==> config.mk <==
export PLATFORM = sky130hd
export DESIGN_NAME = ipd_power_ctrl
export DESIGN_NICKNAME = d
export VERILOG_FILES = /design/src/hdl/ipd_serial_mux.v /design/src/hdl/ipd_power_ctrl.v
export VERILOG_INCLUDE_DIRS = /design/src /design/src/hdl
export SDC_FILE = /design/constraint.sdc
export NUM_CORES = 1
export LEC_CHECK = 0
export BUFFER_PORTS_ARGS = -buffer_cell sky130_fd_sc_hd__buf_4
export CORE_UTILIZATION = 38
export DETAILED_ROUTE_END_ITERATION = 10
export PLACE_DENSITY = 0.62
export SYNTH_ARGS = -nofsm -noshare
export SYNTH_HDL_FRONTEND = slang
export SYNTH_SLANG_ARGS = --single-unit
==> constraint.sdc <==
create_clock -name aclk -period 2 [get_ports aclk]
set_input_delay 0.3 -clock aclk [delete_from_list [all_inputs] [get_ports aclk]]
set_output_delay 0.3 -clock aclk [all_outputs]
set_load 0.01 [all_outputs]
==> src/hdl/ipd_regs.vh <==
// register offsets, field positions, reset values and timing counts
`ifndef IPD_REGS_VH
`define IPD_REGS_VH
`define IPD_PWR_CTRL_OFFSET 4'h0
`define IPD_SER_CTRL_OFFSET 4'h4
`define IPD_STATUS_OFFSET   4'h8
`define IPD_CTRL_OFFSET     4'hc
`define IPD_BIT_IDLE        0
`define IPD_BIT_PWRDN       1
`define IPD_BIT_FLAG0       2
`define IPD_BIT_FLAG1       3
`define IPD_BIT_PWROFF      4
`define IPD_BIT_FRAME_SEL   6
`define IPD_BIT_BAUD_DBL    7
`define IPD_PWR_CTRL_RESET  8'h00
`define IPD_PWR_CTRL_WMASK  8'hdf
`define IPD_RST_OSC_PERIODS 64
`define IPD_OSC_PER_CLK     2
`define IPD_RST_CYCLES      (`IPD_RST_OSC_PERIODS / `IPD_OSC_PER_CLK)
`endif

==> src/hdl/ipd_serial_mux.v <==
// steered serial control bit 7 store and baud doubling select
`timescale 1ns/1ps
module ipd_serial_mux
(
    // clock and reset
    input  wire       aclk,
    input  wire       aresetn,
    // access
    input  wire       wr_en,
    input  wire       wr_bit,
    input  wire       frame_err_select,
    input  wire       hw_fe_set,
    input  wire       baud_doubler,
    input  wire [1:0] serial_mode,
    input  wire       timer1_baud,
    // results
    output reg        rd_bit,
    output reg        framing_error_flag,
    output reg        serial_mode_bit_zero,
    output reg        baud_double
);
    always @(posedge aclk)
    begin
        if (!aresetn)
        begin
            framing_error_flag   <= 1'b0;
            serial_mode_bit_zero <= 1'b0;
            rd_bit               <= 1'b0;
            baud_double          <= 1'b0;
        end
        else
        begin
            if (hw_fe_set)
                framing_error_flag <= 1'b1;
            else if (wr_en && frame_err_select) // RQ17
                framing_error_flag <= wr_bit;
            if (wr_en && !frame_err_select) // RQ17
                serial_mode_bit_zero <= wr_bit;
            rd_bit <= frame_err_select ? framing_error_flag
                                       : serial_mode_bit_zero;
            baud_double <= baud_doubler && timer1_baud
                           && (serial_mode != 2'h0); // RQ16
        end
    end
endmodule

==> src/hdl/ipd_power_ctrl.v <==
// idle and power-down control with power control register on axi4-lite
//
// Summary of operation
// (RQ1) board holds reset through oscillator start plus 64
// (RQ2) board never pulls strobes low during reset
// (RQ3) board always resets at power-up
// (RQ4) reset forces port pins to reset levels
// (RQ5) idle gates cpu clock, peripherals keep running
// (RQ6) power-down stops every clock
// (RQ7) idle-setting instruction is the last executed
// (RQ8) idle freezes cpu state and port pins
// (RQ9) idle drives both strobes high
// (RQ10) counter array pauses or runs in idle
// (RQ11) enabled interrupt clears idle bit, ends idle
// (RQ12) reset pin clears idle bit directly
// (RQ13) two free general-purpose flag bits
// (RQ14) power-down wins when both bits written
// (RQ15) power-off flag set at power rise
// (RQ16) baud doubler doubles timer1 serial baud
// (RQ17) frame select steers serial bit 7
// (RQ18) any reset forces ports at once
// (RQ19) watchdog reset stretched to 64 periods
// (RQ20) power-down held until reset pin
`timescale 1ns/1ps
`include "ipd_regs.vh"
module ipd_power_ctrl
#(
    parameter RST_CYCLES = `IPD_RST_CYCLES
)
(
    // clock and reset
    input  wire        aclk,
    input  wire        aresetn,
    // axi4-lite write
    input  wire [3:0]  s_axi_awaddr,
    input  wire        s_axi_awvalid,
    output reg         s_axi_awready,
    input  wire [31:0] s_axi_wdata,
    input  wire [3:0]  s_axi_wstrb,
    input  wire        s_axi_wvalid,
    output reg         s_axi_wready,
    output reg  [1:0]  s_axi_bresp,
    output reg         s_axi_bvalid,
    input  wire        s_axi_bready,
    // axi4-lite read
    input  wire [3:0]  s_axi_araddr,
    input  wire        s_axi_arvalid,
    output reg         s_axi_arready,
    output reg  [31:0] s_axi_rdata,
    output reg  [1:0]  s_axi_rresp,
    output reg         s_axi_rvalid,
    input  wire        s_axi_rready,
    // system events
    input  wire        reset_pin,
    input  wire        watchdog_expired,
    input  wire        power_rise,
    input  wire        enabled_irq,
    input  wire        cpu_instr_done,
    input  wire        hw_fe_set,
    input  wire [1:0]  serial_mode,
    input  wire        timer1_baud,
    // power state outputs
    output reg         cpu_clk_en,
    output reg         periph_clk_en,
    output reg         array_clk_en,
    output reg         osc_run,
    output reg         ports_hold,
    output reg         ports_force_reset,
    output reg         strobes_high,
    output reg         internal_reset,
    output reg         baud_double
);
    localparam ST_RUN   = 2'h0;
    localparam ST_IDLE  = 2'h1;
    localparam ST_PDOWN = 2'h2;
    reg  [1:0]  state;
    reg  [7:0]  power_control_reg;
    reg  [7:0]  serial_control_reg;
    reg         array_idle_pause;
    reg  [5:0]  wd_count;
    reg  [3:0]  wr_addr;
    reg  [31:0] wr_data;
    reg  [3:0]  wr_strb;
    reg         aw_held;
    reg         w_held;
    reg  [7:0]  next_power_control;
    wire [31:0] merged_word;
    wire        frame_err_q;
    wire        mode_bit0;
    wire        sc7_rd;
    wire        baud_dbl;
    wire        do_write;
    wire        pwr_ctrl_wr;
    wire        ser_ctrl_wr;
    wire        wd_active;
    wire        any_reset;

    function [31:0] ipd_merge;
        input [31:0] old;
        input [31:0] din;
        input [3:0]  strb;
        integer i;
        begin
            ipd_merge = old;
            for (i = 0; i < 4; i = i + 1)
                if (strb[i])
                    ipd_merge[i*8 +: 8] = din[i*8 +: 8];
        end
    endfunction

    assign do_write    = aw_held && w_held && !s_axi_bvalid;
    assign pwr_ctrl_wr = do_write && (wr_addr == `IPD_PWR_CTRL_OFFSET)
                         && wr_strb[0];
    assign ser_ctrl_wr = do_write && (wr_addr == `IPD_SER_CTRL_OFFSET)
                         && wr_strb[0];
    assign merged_word = ipd_merge({24'h0, power_control_reg},
                                   wr_data, wr_strb);
    assign wd_active = (wd_count != 6'h00);
    assign any_reset = reset_pin || watchdog_expired || wd_active;

    ipd_serial_mux u_serial
    (
        .aclk                 (aclk),
        .aresetn              (aresetn),
        .wr_en                (ser_ctrl_wr),
        .wr_bit               (wr_data[7]),
        .frame_err_select     (power_control_reg[`IPD_BIT_FRAME_SEL]),
        .hw_fe_set            (hw_fe_set),
        .baud_doubler         (power_control_reg[`IPD_BIT_BAUD_DBL]),
        .serial_mode          (serial_mode),
        .timer1_baud          (timer1_baud),
        .rd_bit               (sc7_rd),
        .framing_error_flag   (frame_err_q),
        .serial_mode_bit_zero (mode_bit0),
        .baud_double          (baud_dbl)
    );

    // next power control value: software write, then hardware effects
    always @*
    begin
        next_power_control = power_control_reg;
        if (pwr_ctrl_wr)
            next_power_control = merged_word[7:0]
                                 & `IPD_PWR_CTRL_WMASK; // RQ13
        if (next_power_control[`IPD_BIT_PWRDN])
            next_power_control[`IPD_BIT_IDLE] = 1'b0; // RQ14
        if (enabled_irq && state == ST_IDLE)
            next_power_control[`IPD_BIT_IDLE] = 1'b0; // RQ11
        if (power_rise)
            next_power_control[`IPD_BIT_PWROFF] = 1'b1; // RQ15
        if (reset_pin)
            next_power_control[`IPD_BIT_IDLE] = 1'b0; // RQ12
        if (reset_pin && state == ST_PDOWN)
            next_power_control[`IPD_BIT_PWRDN] = 1'b0; // RQ20
    end

    // axi write channel
    always @(posedge aclk)
    begin
        if (!aresetn)
        begin
            aw_held       <= 1'b0;
            w_held        <= 1'b0;
            wr_addr       <= 4'h0;
            wr_data       <= 32'h0;
            wr_strb       <= 4'h0;
            s_axi_awready <= 1'b0;
            s_axi_wready  <= 1'b0;
            s_axi_bvalid  <= 1'b0;
            s_axi_bresp   <= 2'h0;
        end
        else
        begin
            s_axi_awready <= !aw_held && !s_axi_awready && s_axi_awvalid;
            s_axi_wready  <= !w_held && !s_axi_wready && s_axi_wvalid;
            if (s_axi_awvalid && s_axi_awready)
            begin
                aw_held <= 1'b1;
                wr_addr <= s_axi_awaddr;
            end
            if (s_axi_wvalid && s_axi_wready)
            begin
                w_held  <= 1'b1;
                wr_data <= s_axi_wdata;
                wr_strb <= s_axi_wstrb;
            end
            if (do_write)
            begin
                aw_held      <= 1'b0;
                w_held       <= 1'b0;
                s_axi_bvalid <= 1'b1;
                s_axi_bresp  <= (wr_addr == `IPD_PWR_CTRL_OFFSET ||
                                 wr_addr == `IPD_SER_CTRL_OFFSET ||
                                 wr_addr == `IPD_CTRL_OFFSET)
                                ? 2'h0 : 2'h2;
            end
            else if (s_axi_bready)
                s_axi_bvalid <= 1'b0;
        end
    end

    // registers and power state
    always @(posedge aclk)
    begin
        if (!aresetn)
        begin
            power_control_reg  <= `IPD_PWR_CTRL_RESET;
            serial_control_reg <= 8'h00;
            array_idle_pause   <= 1'b0;
            state              <= ST_RUN;
        end
        else
        begin
            power_control_reg <= next_power_control;
            if (ser_ctrl_wr)
                serial_control_reg <= wr_data[7:0];
            if (do_write && wr_addr == `IPD_CTRL_OFFSET && wr_strb[0])
                array_idle_pause <= wr_data[0]; // RQ10
            case (state)
                ST_RUN:
                    if (any_reset)
                        state <= ST_RUN;
                    else if (next_power_control[`IPD_BIT_PWRDN]
                             && cpu_instr_done)
                        state <= ST_PDOWN; // RQ14
                    else if (next_power_control[`IPD_BIT_IDLE]
                             && cpu_instr_done)
                        state <= ST_IDLE; // RQ7
                ST_IDLE:
                    if (!next_power_control[`IPD_BIT_IDLE])
                        state <= ST_RUN; // RQ11
                ST_PDOWN:
                    if (reset_pin)
                    begin
                        state <= ST_RUN; // RQ20
                    end
                default:
                    state <= ST_RUN;
            endcase
        end
    end

    // watchdog reset stretcher
    always @(posedge aclk)
    begin
        if (!aresetn)
            wd_count <= 6'h00;
        else if (watchdog_expired)
            wd_count <= RST_CYCLES[5:0]; // RQ19
        else if (wd_active)
            wd_count <= wd_count - 6'h01;
    end

    // registered power outputs
    always @(posedge aclk)
    begin
        if (!aresetn)
        begin
            cpu_clk_en        <= 1'b0;
            periph_clk_en     <= 1'b0;
            array_clk_en      <= 1'b0;
            osc_run           <= 1'b1;
            ports_hold        <= 1'b0;
            ports_force_reset <= 1'b1;
            strobes_high      <= 1'b1;
            internal_reset    <= 1'b1;
            baud_double       <= 1'b0;
        end
        else
        begin
            osc_run       <= (state != ST_PDOWN); // RQ6
            periph_clk_en <= (state != ST_PDOWN); // RQ5
            cpu_clk_en    <= (state == ST_RUN) && !any_reset; // RQ5
            array_clk_en  <= (state == ST_RUN) ||
                             (state == ST_IDLE && !array_idle_pause); // RQ10
            ports_hold    <= (state == ST_IDLE); // RQ8
            ports_force_reset <= any_reset; // RQ4 RQ18
            strobes_high  <= (state == ST_IDLE) || any_reset; // RQ9
            internal_reset <= any_reset; // RQ19
            baud_double   <= baud_dbl; // RQ16
        end
    end

    // axi read channel
    always @(posedge aclk)
    begin
        if (!aresetn)
        begin
            s_axi_arready <= 1'b0;
            s_axi_rvalid  <= 1'b0;
            s_axi_rdata   <= 32'h0;
            s_axi_rresp   <= 2'h0;
        end
        else
        begin
            s_axi_arready <= !s_axi_arready && !s_axi_rvalid
                             && s_axi_arvalid;
            if (s_axi_arvalid && s_axi_arready)
            begin
                s_axi_rvalid <= 1'b1;
                s_axi_rresp  <= 2'h0;
                case (s_axi_araddr)
                    `IPD_PWR_CTRL_OFFSET:
                        s_axi_rdata <= {24'h0, power_control_reg};
                    `IPD_SER_CTRL_OFFSET:
                        s_axi_rdata <= {24'h0, sc7_rd,
                                        serial_control_reg[6:0]}; // RQ17
                    `IPD_STATUS_OFFSET:
                        s_axi_rdata <= {28'h0, frame_err_q, mode_bit0,
                                        state};
                    `IPD_CTRL_OFFSET:
                        s_axi_rdata <= {31'h0, array_idle_pause};
                    default:
                    begin
                        s_axi_rdata <= 32'h0;
                        s_axi_rresp <= 2'h2;
                    end
                endcase
            end
            else if (s_axi_rready)
                s_axi_rvalid <= 1'b0;
        end
    end
endmodule

==> results of run 1 <==
stage by stage:
| stage | cell area [sq um] | cells | utilization |
|---|---|---|---|
| 6_report | 3500 | 492 | 0.480 |
| 5_1_grt | 3500 | 492 | 0.480 |
| 4_1_cts | 3500 | 492 | 0.480 |
| 3_5_place_dp | 3290 | 476 | 0.451 |
| 3_3_place_gp | 3290 | 476 | 0.451 |
| 2_1_floorplan | 2960 | 356 | - |
cell usage in the layout, fill, tap and decap left out, types with 2 or more instances in the layout:
master and count:
clkbuf_1 2, o2bb2ai_1 3, conb_1 26, nand3_1 10, and2_1 8, mux2i_1 18, a31o_2 2, buf_4 60
or2_2 3, clkbuf_8 12, dfxtp_1 65, nand4_1 3, a211oi_1 5, inv_1 8, nand2b_1 7, xnor2_1 3
o21ai_0 5, nor2_1 26, or4_1 2, nor4_1 2, nand3b_1 5, nor3_1 9, nand2_1 52, o21a_1 2
a22oi_1 4, or3_1 2, a21oi_1 27
layer usage:
| metal | share of wire | vias to the layer above | GRT usage |
|---|---|---|---|
| met4 | 0.020 | 0 | 0.0836 |
| met1 | 0.49 | 1041 | 0.209 |
| met2 | 0.44 | 74 | 0.246 |
| li1 | - | 1204 | - |
| met5 | 0 | - | 0 |
| met3 | 0.049 | 11 | 0.0314 |
worst max-delay path: stages, from the launching register on:
cell	delay [ns]
dfxtp_1	0.40
or4bb_1	0.54
nor2_2	0.39
nand3_1	0.14
a32oi_1	0.20
path summary, 6_finish.rpt:
| path | to |
|---|---|
| max | state[0] |
| min | s_axi_arready |
| max reg2reg | state[0] |
| min reg2reg | baud_double |
synthesized netlist by cell type, types with 2 or more instances:
cell type   n  area (sq um)
or3_1       2          12.5
inv_1       8          30.0
and2_1      8          50.1
dfxtp_1    65          1300
nand3b_1    5          37.5
nor2_1     26          97.6
buf_4      27           203
o21ai_0     5          25.0
or2_2       3          18.8
clkbuf_1   11          41.3
nor4_1      2          12.5
nor3_1      9          45.0
a21oi_1    27           135
a211oi_1    5          37.5
nand2b_1    7          43.8
or4_1       2          15.0
xnor2_1     3          26.3
a22oi_1     4          30.0
nand3_1    10          50.1
nand2_1    52           195
a31o_2      2          17.5
o2bb2ai_1   3          26.3
nand4_1     3          18.8
mux2i_1    18           180
o21a_1      2          15.0
power by group:
part | internal [mW] | switching, mW
registers | 1.35 | 0.0486
logic | 0.179 | 0.201
clock network | 0.677 | 0.478
area by class of cell:
type / instances / area share
repair buffers: 60 / 0.129
inverters: 9 / 0.00966
well taps: 99 / 0.0354
flip-flops and latches: 65 / 0.372
clock inverters: 2 / 0.0100
multi-input cells: 243 / 0.395
clock buffers: 14 / 0.0494
kinds of logic (layout without fill, tap and decap cells):
group | after synthesis | count (layout) | synth area share
AND/OR/NAND/NOR | 138 | 138 | 0.239
multiplexers | 19 | 19 | 0.0706
adder cells (fa/ha/maj) | 1 | 1 | 0.00436
AO/OA/AOI/OAI | 55 | 55 | 0.121
XOR/XNOR | 4 | 4 | 0.0122
other | 1 | 26 | 0.00131
buffers and inverters | 48 | 85 | 0.0981
flip-flops | 65 | 65 | 0.454
==> reports/results.tsv, run 1 <==
stage	metric	value	unit
cts	cts.clk_slew.worst_paths	0.07	ns
synthesis	synth_edf_count	0	
cts	cts_tree	done	
critical_path	crit_type	flop to flop	
floorplanning	die_y	88.9	microns
critical_path	arrival	2.00	ns
flow_run	maxCapViolCount	0	
hold_path	min_path_type	input pin to flop	
floorplanning	initial_core_util	0.393	
sta	slew_viol_final	0	
cts	root_buffer	clkbuf_8	
placed_design	hpwl	4.28	mm
critical_path	crit_path_start	w_held	
cts	numCtsBuffers	9	
layout	seq_area	1300	sq um
grt	grt_pass1_wl	9.49	mm
cts	post_cts_buffers	0	
pwr	power.density	839	nW/um^2
sta	slew_headroom	0.581	
drt	dr.pass1.iters	4	
synthesis	ys_ff_latch	65	
critical_path	r2r_cells	4	
synthesis	yosysSeqAreaShare	0.454	
floorplanning	fp.dieW	88.9	microns
sta	setup_slack	0.265	ns
layout	drive_gt1_frac	0.214	
critical_path	r2r_slack	0.26	ns
grt	grt_overflow	0	
layout	final_nets	449	
sta	whs	0.206	ns
floorplanning	core.rowCount	31	
status	outcome	finished, final reports clean	
sta	grt_setup_unrepaired	no	
floorplanning	io_pins	110	
pwr	p_leak	1.47	nW
sta	setup_viol	0	
layout	nFillCells	765	
placed_design	port_buffers	56	
drt	final_antenna_net_count	0	
cts	cts_num_sinks	65	
pwr	power	2.93	mW
drt	vias_per_cell	4.74	
sta	setup_tns	0	ns
critical_path	worstPathMaxFanout	10	
sta	timing.final.crit_share	0.868	
sta	tightest_slew	0.628	ns
grt	grt_pass1_vias	2079	
drt	drtIter0Drc	70	
critical_path	crit_path_end_kind	flop	
grt	antenna_found_initial	0	
synthesis	yosysWarnings	0	
cts	clock_path_buffers	2	
synthesis	syn_area_per_cell	8.67	sq um
critical_path	cp-start-kind	flop	
cts	insertion_delay	0.34	ns
grt	track_usage	0.159	
synthesis	syn_inst	331	
sta	fmax	576	MHz
drt	wl_per_cell	12.1	microns
layout	multiInputGateArea	1380	sq um
layout	reg_top3	s_axi_rdata: 8 flops, wr_data: 8 flops	
placed_design	pre_cts_ws	0.292	ns
drt	drc	0	
hold_path	worstHoldStart	s_axi_arvalid	
floorplanning	die_area	7900	sq um
sta	min_period	1.74	ns
floorplanning	core_area	7290	sq um
sta	finalHoldViolations	0	
sta	clock-skew-final	0.00617	ns
synthesis	syn-cell-area	2870	sq um
drt	routed_wl	5.97	mm
layout	area_growth	21.9	%
pwr	ir_drop	0.287	mV
critical_path	crit-reg2reg-launch	w_held	
hold_path	hold_path_depth	3	
drt	vias	2330	
synthesis	ys_async_sr_fraction	0	
cts	cts_max_level	3	
synthesis	yosysUniqueCellTypes	47	
grt	grt_max_degree	36	
cts	post_cts_resized	0	
synthesis	synthFlopType	dfxtp_1	
cts	hold_buffers	0	
layout	diodes	0	
placed_design	place.gp.congestion	0.764	
critical_path	required	2.26	ns
Power figures use the tool's default switching activity.
==> inputs of run 2 (changes only) <==
--- a/config.mk
+++ b/config.mk
@@ -7,9 +7,10 @@
 export NUM_CORES = 1
 export LEC_CHECK = 0
 export BUFFER_PORTS_ARGS = -buffer_cell sky130_fd_sc_hd__buf_4
-export CORE_UTILIZATION = 38
+export CORE_UTILIZATION = 30
 export DETAILED_ROUTE_END_ITERATION = 10
-export PLACE_DENSITY = 0.62
+export PLACE_DENSITY = 0.5
+export SLEW_MARGIN = 25
 export SYNTH_ARGS = -nofsm -noshare
 export SYNTH_HDL_FRONTEND = slang
 export SYNTH_SLANG_ARGS = --single-unit
==> run 2 against run 1 <==
Via count fell by 0.82%. Clock power barely moved. Sequential share of layout area fell by 0.47 points. Sequential power barely moved. Setup slack got worse by 0.063 ns. Clock-buffer cell count did not move. Die area rose by 26%. Flip-flop and latch count did not move. Clock skew rose by 0.0015 ns.
==> reports/results.tsv, run 2 (synthesis gave the netlist of run 1 again) <==
stage	metric	value	unit	change
pwr	swShare	0.251		+0.00269
layout	diodes	0		unchanged
drt	dr.pass1.iters	4		unchanged
sta	timing.final.crit_share	0.899		+0.0315
cts	cts_max_level	3		unchanged
pwr	seqPwrFrac	0.475		about the same
pwr	switching_power	0.739	mW	+1.5%
layout	fin_cells	523		+6.3%
layout	drive_gt1_frac	0.216		+0.00200
grt	grt_max_degree	28		-22%
cts	numCtsBuffers	9		unchanged
drt	wl_per_cell	12.2	microns	+0.64%
sta	slew_viol_final	0		unchanged
pwr	power	2.94	mW	+0.40%
grt	antenna_found_initial	0		unchanged
grt	grt_util_met1	0.190		-0.0192
floorplanning	core_area	9240	sq um	+27%
pwr	power.density	831	nW/um^2	-0.88%
critical_path	crit_path_start	wd_count[2]		
flow_run	maxCapViolCount	0		unchanged
critical_path	crit-reg2reg-launch	wd_count[2]		
critical_path	cp-start-kind	flop		
drt	vias	2311		-0.82%
pwr	p_comb_frac	0.130		about the same
sta	finalHoldViolations	0		unchanged
layout	layout_common_cells	dfxtp_1 (65), buf_4 (61), nand2_1 (52), a21oi_1 (27)		
layout	nFillCells	981		+28%
sta	clock-skew-final	0.00764	ns	+0.00148 ns
drt	drtIter0Drc	72		+2.9%
cts	hold_buffers	0		unchanged
placed_design	hpwl	4.64	mm	+8.6%
pwr	ir_drop	0.364	mV	+27%
sta	setup_tns	0	ns	unchanged
sta	tightest_slew	0.638	ns	+0.00969 ns
cts	clock_path_buffers	2		unchanged
cts	cts_num_sinks	65		unchanged
cts	cts_tree	done		
critical_path	crit_chain	or3_1 -> nor4_1 -> a21boi_0 -> o21a_1		
floorplanning	core.rowCount	35		+13%
pwr	internal_power	2.21	mW	about the same
drt	final_antenna_net_count	0		unchanged
layout	fin_area	3540	sq um	+1.3%
placed_design	placed_area	3330	sq um	+1.4%
critical_path	r2r_cells	4		unchanged
sta	min_period	1.80	ns	+0.0630 ns
grt	grt_pass1_vias	2092		+0.63%
sta	whs	0.205	ns	-0.00110 ns
cts	root_buffer	clkbuf_8		
cts	post_cts_buffers	0		unchanged
sta	setup_viol	0		unchanged
grt	grt_overflow	0		unchanged
critical_path	required	2.28	ns	+0.02 ns
layout	final_nets	450		+0.22%
grt	busiest_layer	met2		
placed_design	port_buffers	56		unchanged
cts	cts.clk_slew.worst_paths	0.07	ns	about the same
critical_path	arrival	2.08	ns	+0.08 ns
floorplanning	io_pins	110		unchanged
critical_path	r2r_slack	0.20	ns	-0.06 ns
critical_path	worstPathMaxFanout	4		-6
placed_design	place.gp.congestion	0.775		+1.5%
grt	grtUsageMet2	0.195		-0.0509
layout	final_common_cell	dfxtp_1		
cts	post_cts_resized	0		unchanged
layout	reg_top3	s_axi_rdata: 8 flops, wr_data: 8 flops		
critical_path	r2r-end	state[1]		
floorplanning	die_area	9960	sq um	+26%
critical_path	crit_end	state[1]		
critical_path	crit_type	flop to flop		
floorplanning	die_y	99.8	microns	+12%
grt	met3_usage	0.0230		-0.00841
sta	slew_headroom	0.571		-0.00977
floorplanning	fp.dieW	99.8	microns	+12%
hold_path	min_path_type	input pin to flop		
floorplanning	initial_core_util	0.310		-0.0830
status	outcome	finished, final reports clean		
pwr	p_leak	1.48	nW	+0.41%
sta	grt_setup_unrepaired	no		
critical_path	cpPeakStageDelay	0.60	ns	+0.06 ns
grt	track_usage	0.134		-0.0249
grt	grt_pass1_wl	10.5	mm	+10%
drt	drc	0		unchanged
critical_path	crit_path_end_kind	flop		
sta	fmax	556	MHz	-3.5%
drt	routed_wl	6.39	mm	+7.0%
drt	vias_per_cell	4.42		-6.7%
placed_design	place_inst	507		+6.5%
layout	area_growth	23.5	%	
pwr	p_clk_frac	0.395		about the same
cts	insertion_delay	0.34	ns	about the same
critical_path	cp_slowest_cell	nor4_1		
## run 2: changes by cell type in the layout (fill, tap and decap cells not counted)
| cell | change |
|---|---|
| buf_4 | +1 |
## run 2: worst max-delay path: cells and delay by family, from the launching register on
kind,cells,cell delay [ns]
DFF,1,0.35
AOI/OAI and AO/OA,2,0.38
and+or+nand+nor,2,1.01
## run 2: power by group through the flow
stage	combinational [mW]	clock, mW	sequential [mW]
final	0.383	1.16	1.40
after global routing	0.433	1.27	1.40
after CTS	0.388	1.20	1.40
after detailed placement	0.386	0	1.43
after global placement	0.380	0	1.42
after floorplan	0.297	0	1.42
## run 2: metrics by stage
step	util	worst slack (ns)
final	0.383	0.202
after global routing	0.383	0.0951
after CTS	0.383	0.245
after detailed placement	0.361	0.283
after global placement	0.361	0.300
after floorplan	-	0.391
## run 2: worst min path at each step
| stage | startpoint | to | slack, ns | cells past startpoint |
|---|---|---|---|---|
| 2_1_floorplan | u_serial.baud_double | baud_double | 0.41 | 1 |
| 3_3_place_gp | u_serial.baud_double | baud_double | 0.41 | 1 |
| 3_5_place_dp | u_serial.baud_double | baud_double | 0.42 | 1 |
| 4_1_cts | s_axi_arvalid | s_axi_arready | 0.19 | 3 |
| 5_1_grt | s_axi_arvalid | s_axi_arready | 0.20 | 3 |
| 6_report | s_axi_arvalid | s_axi_arready | 0.21 | 3 |
## run 2: layout make-up
type	count	area [sq um]	area share
clock buffers	14	173	0.0487
flip-flops and latches	65	1300	0.367
multi-input cells	243	1380	0.390
clock inverters	2	35.0	0.00989
repair buffers	61	458	0.129
well taps	129	161	0.0456
inverters	9	33.8	0.00954
## run 2: layer usage
| layer | vias up | share of wire |
|---|---|---|
| met2 | 65 | 0.43 |
| met5 | - | 0 |
| met3 | 10 | 0.037 |
| met1 | 1034 | 0.51 |
| li1 | 1202 | - |
| met4 | 0 | 0.015 |
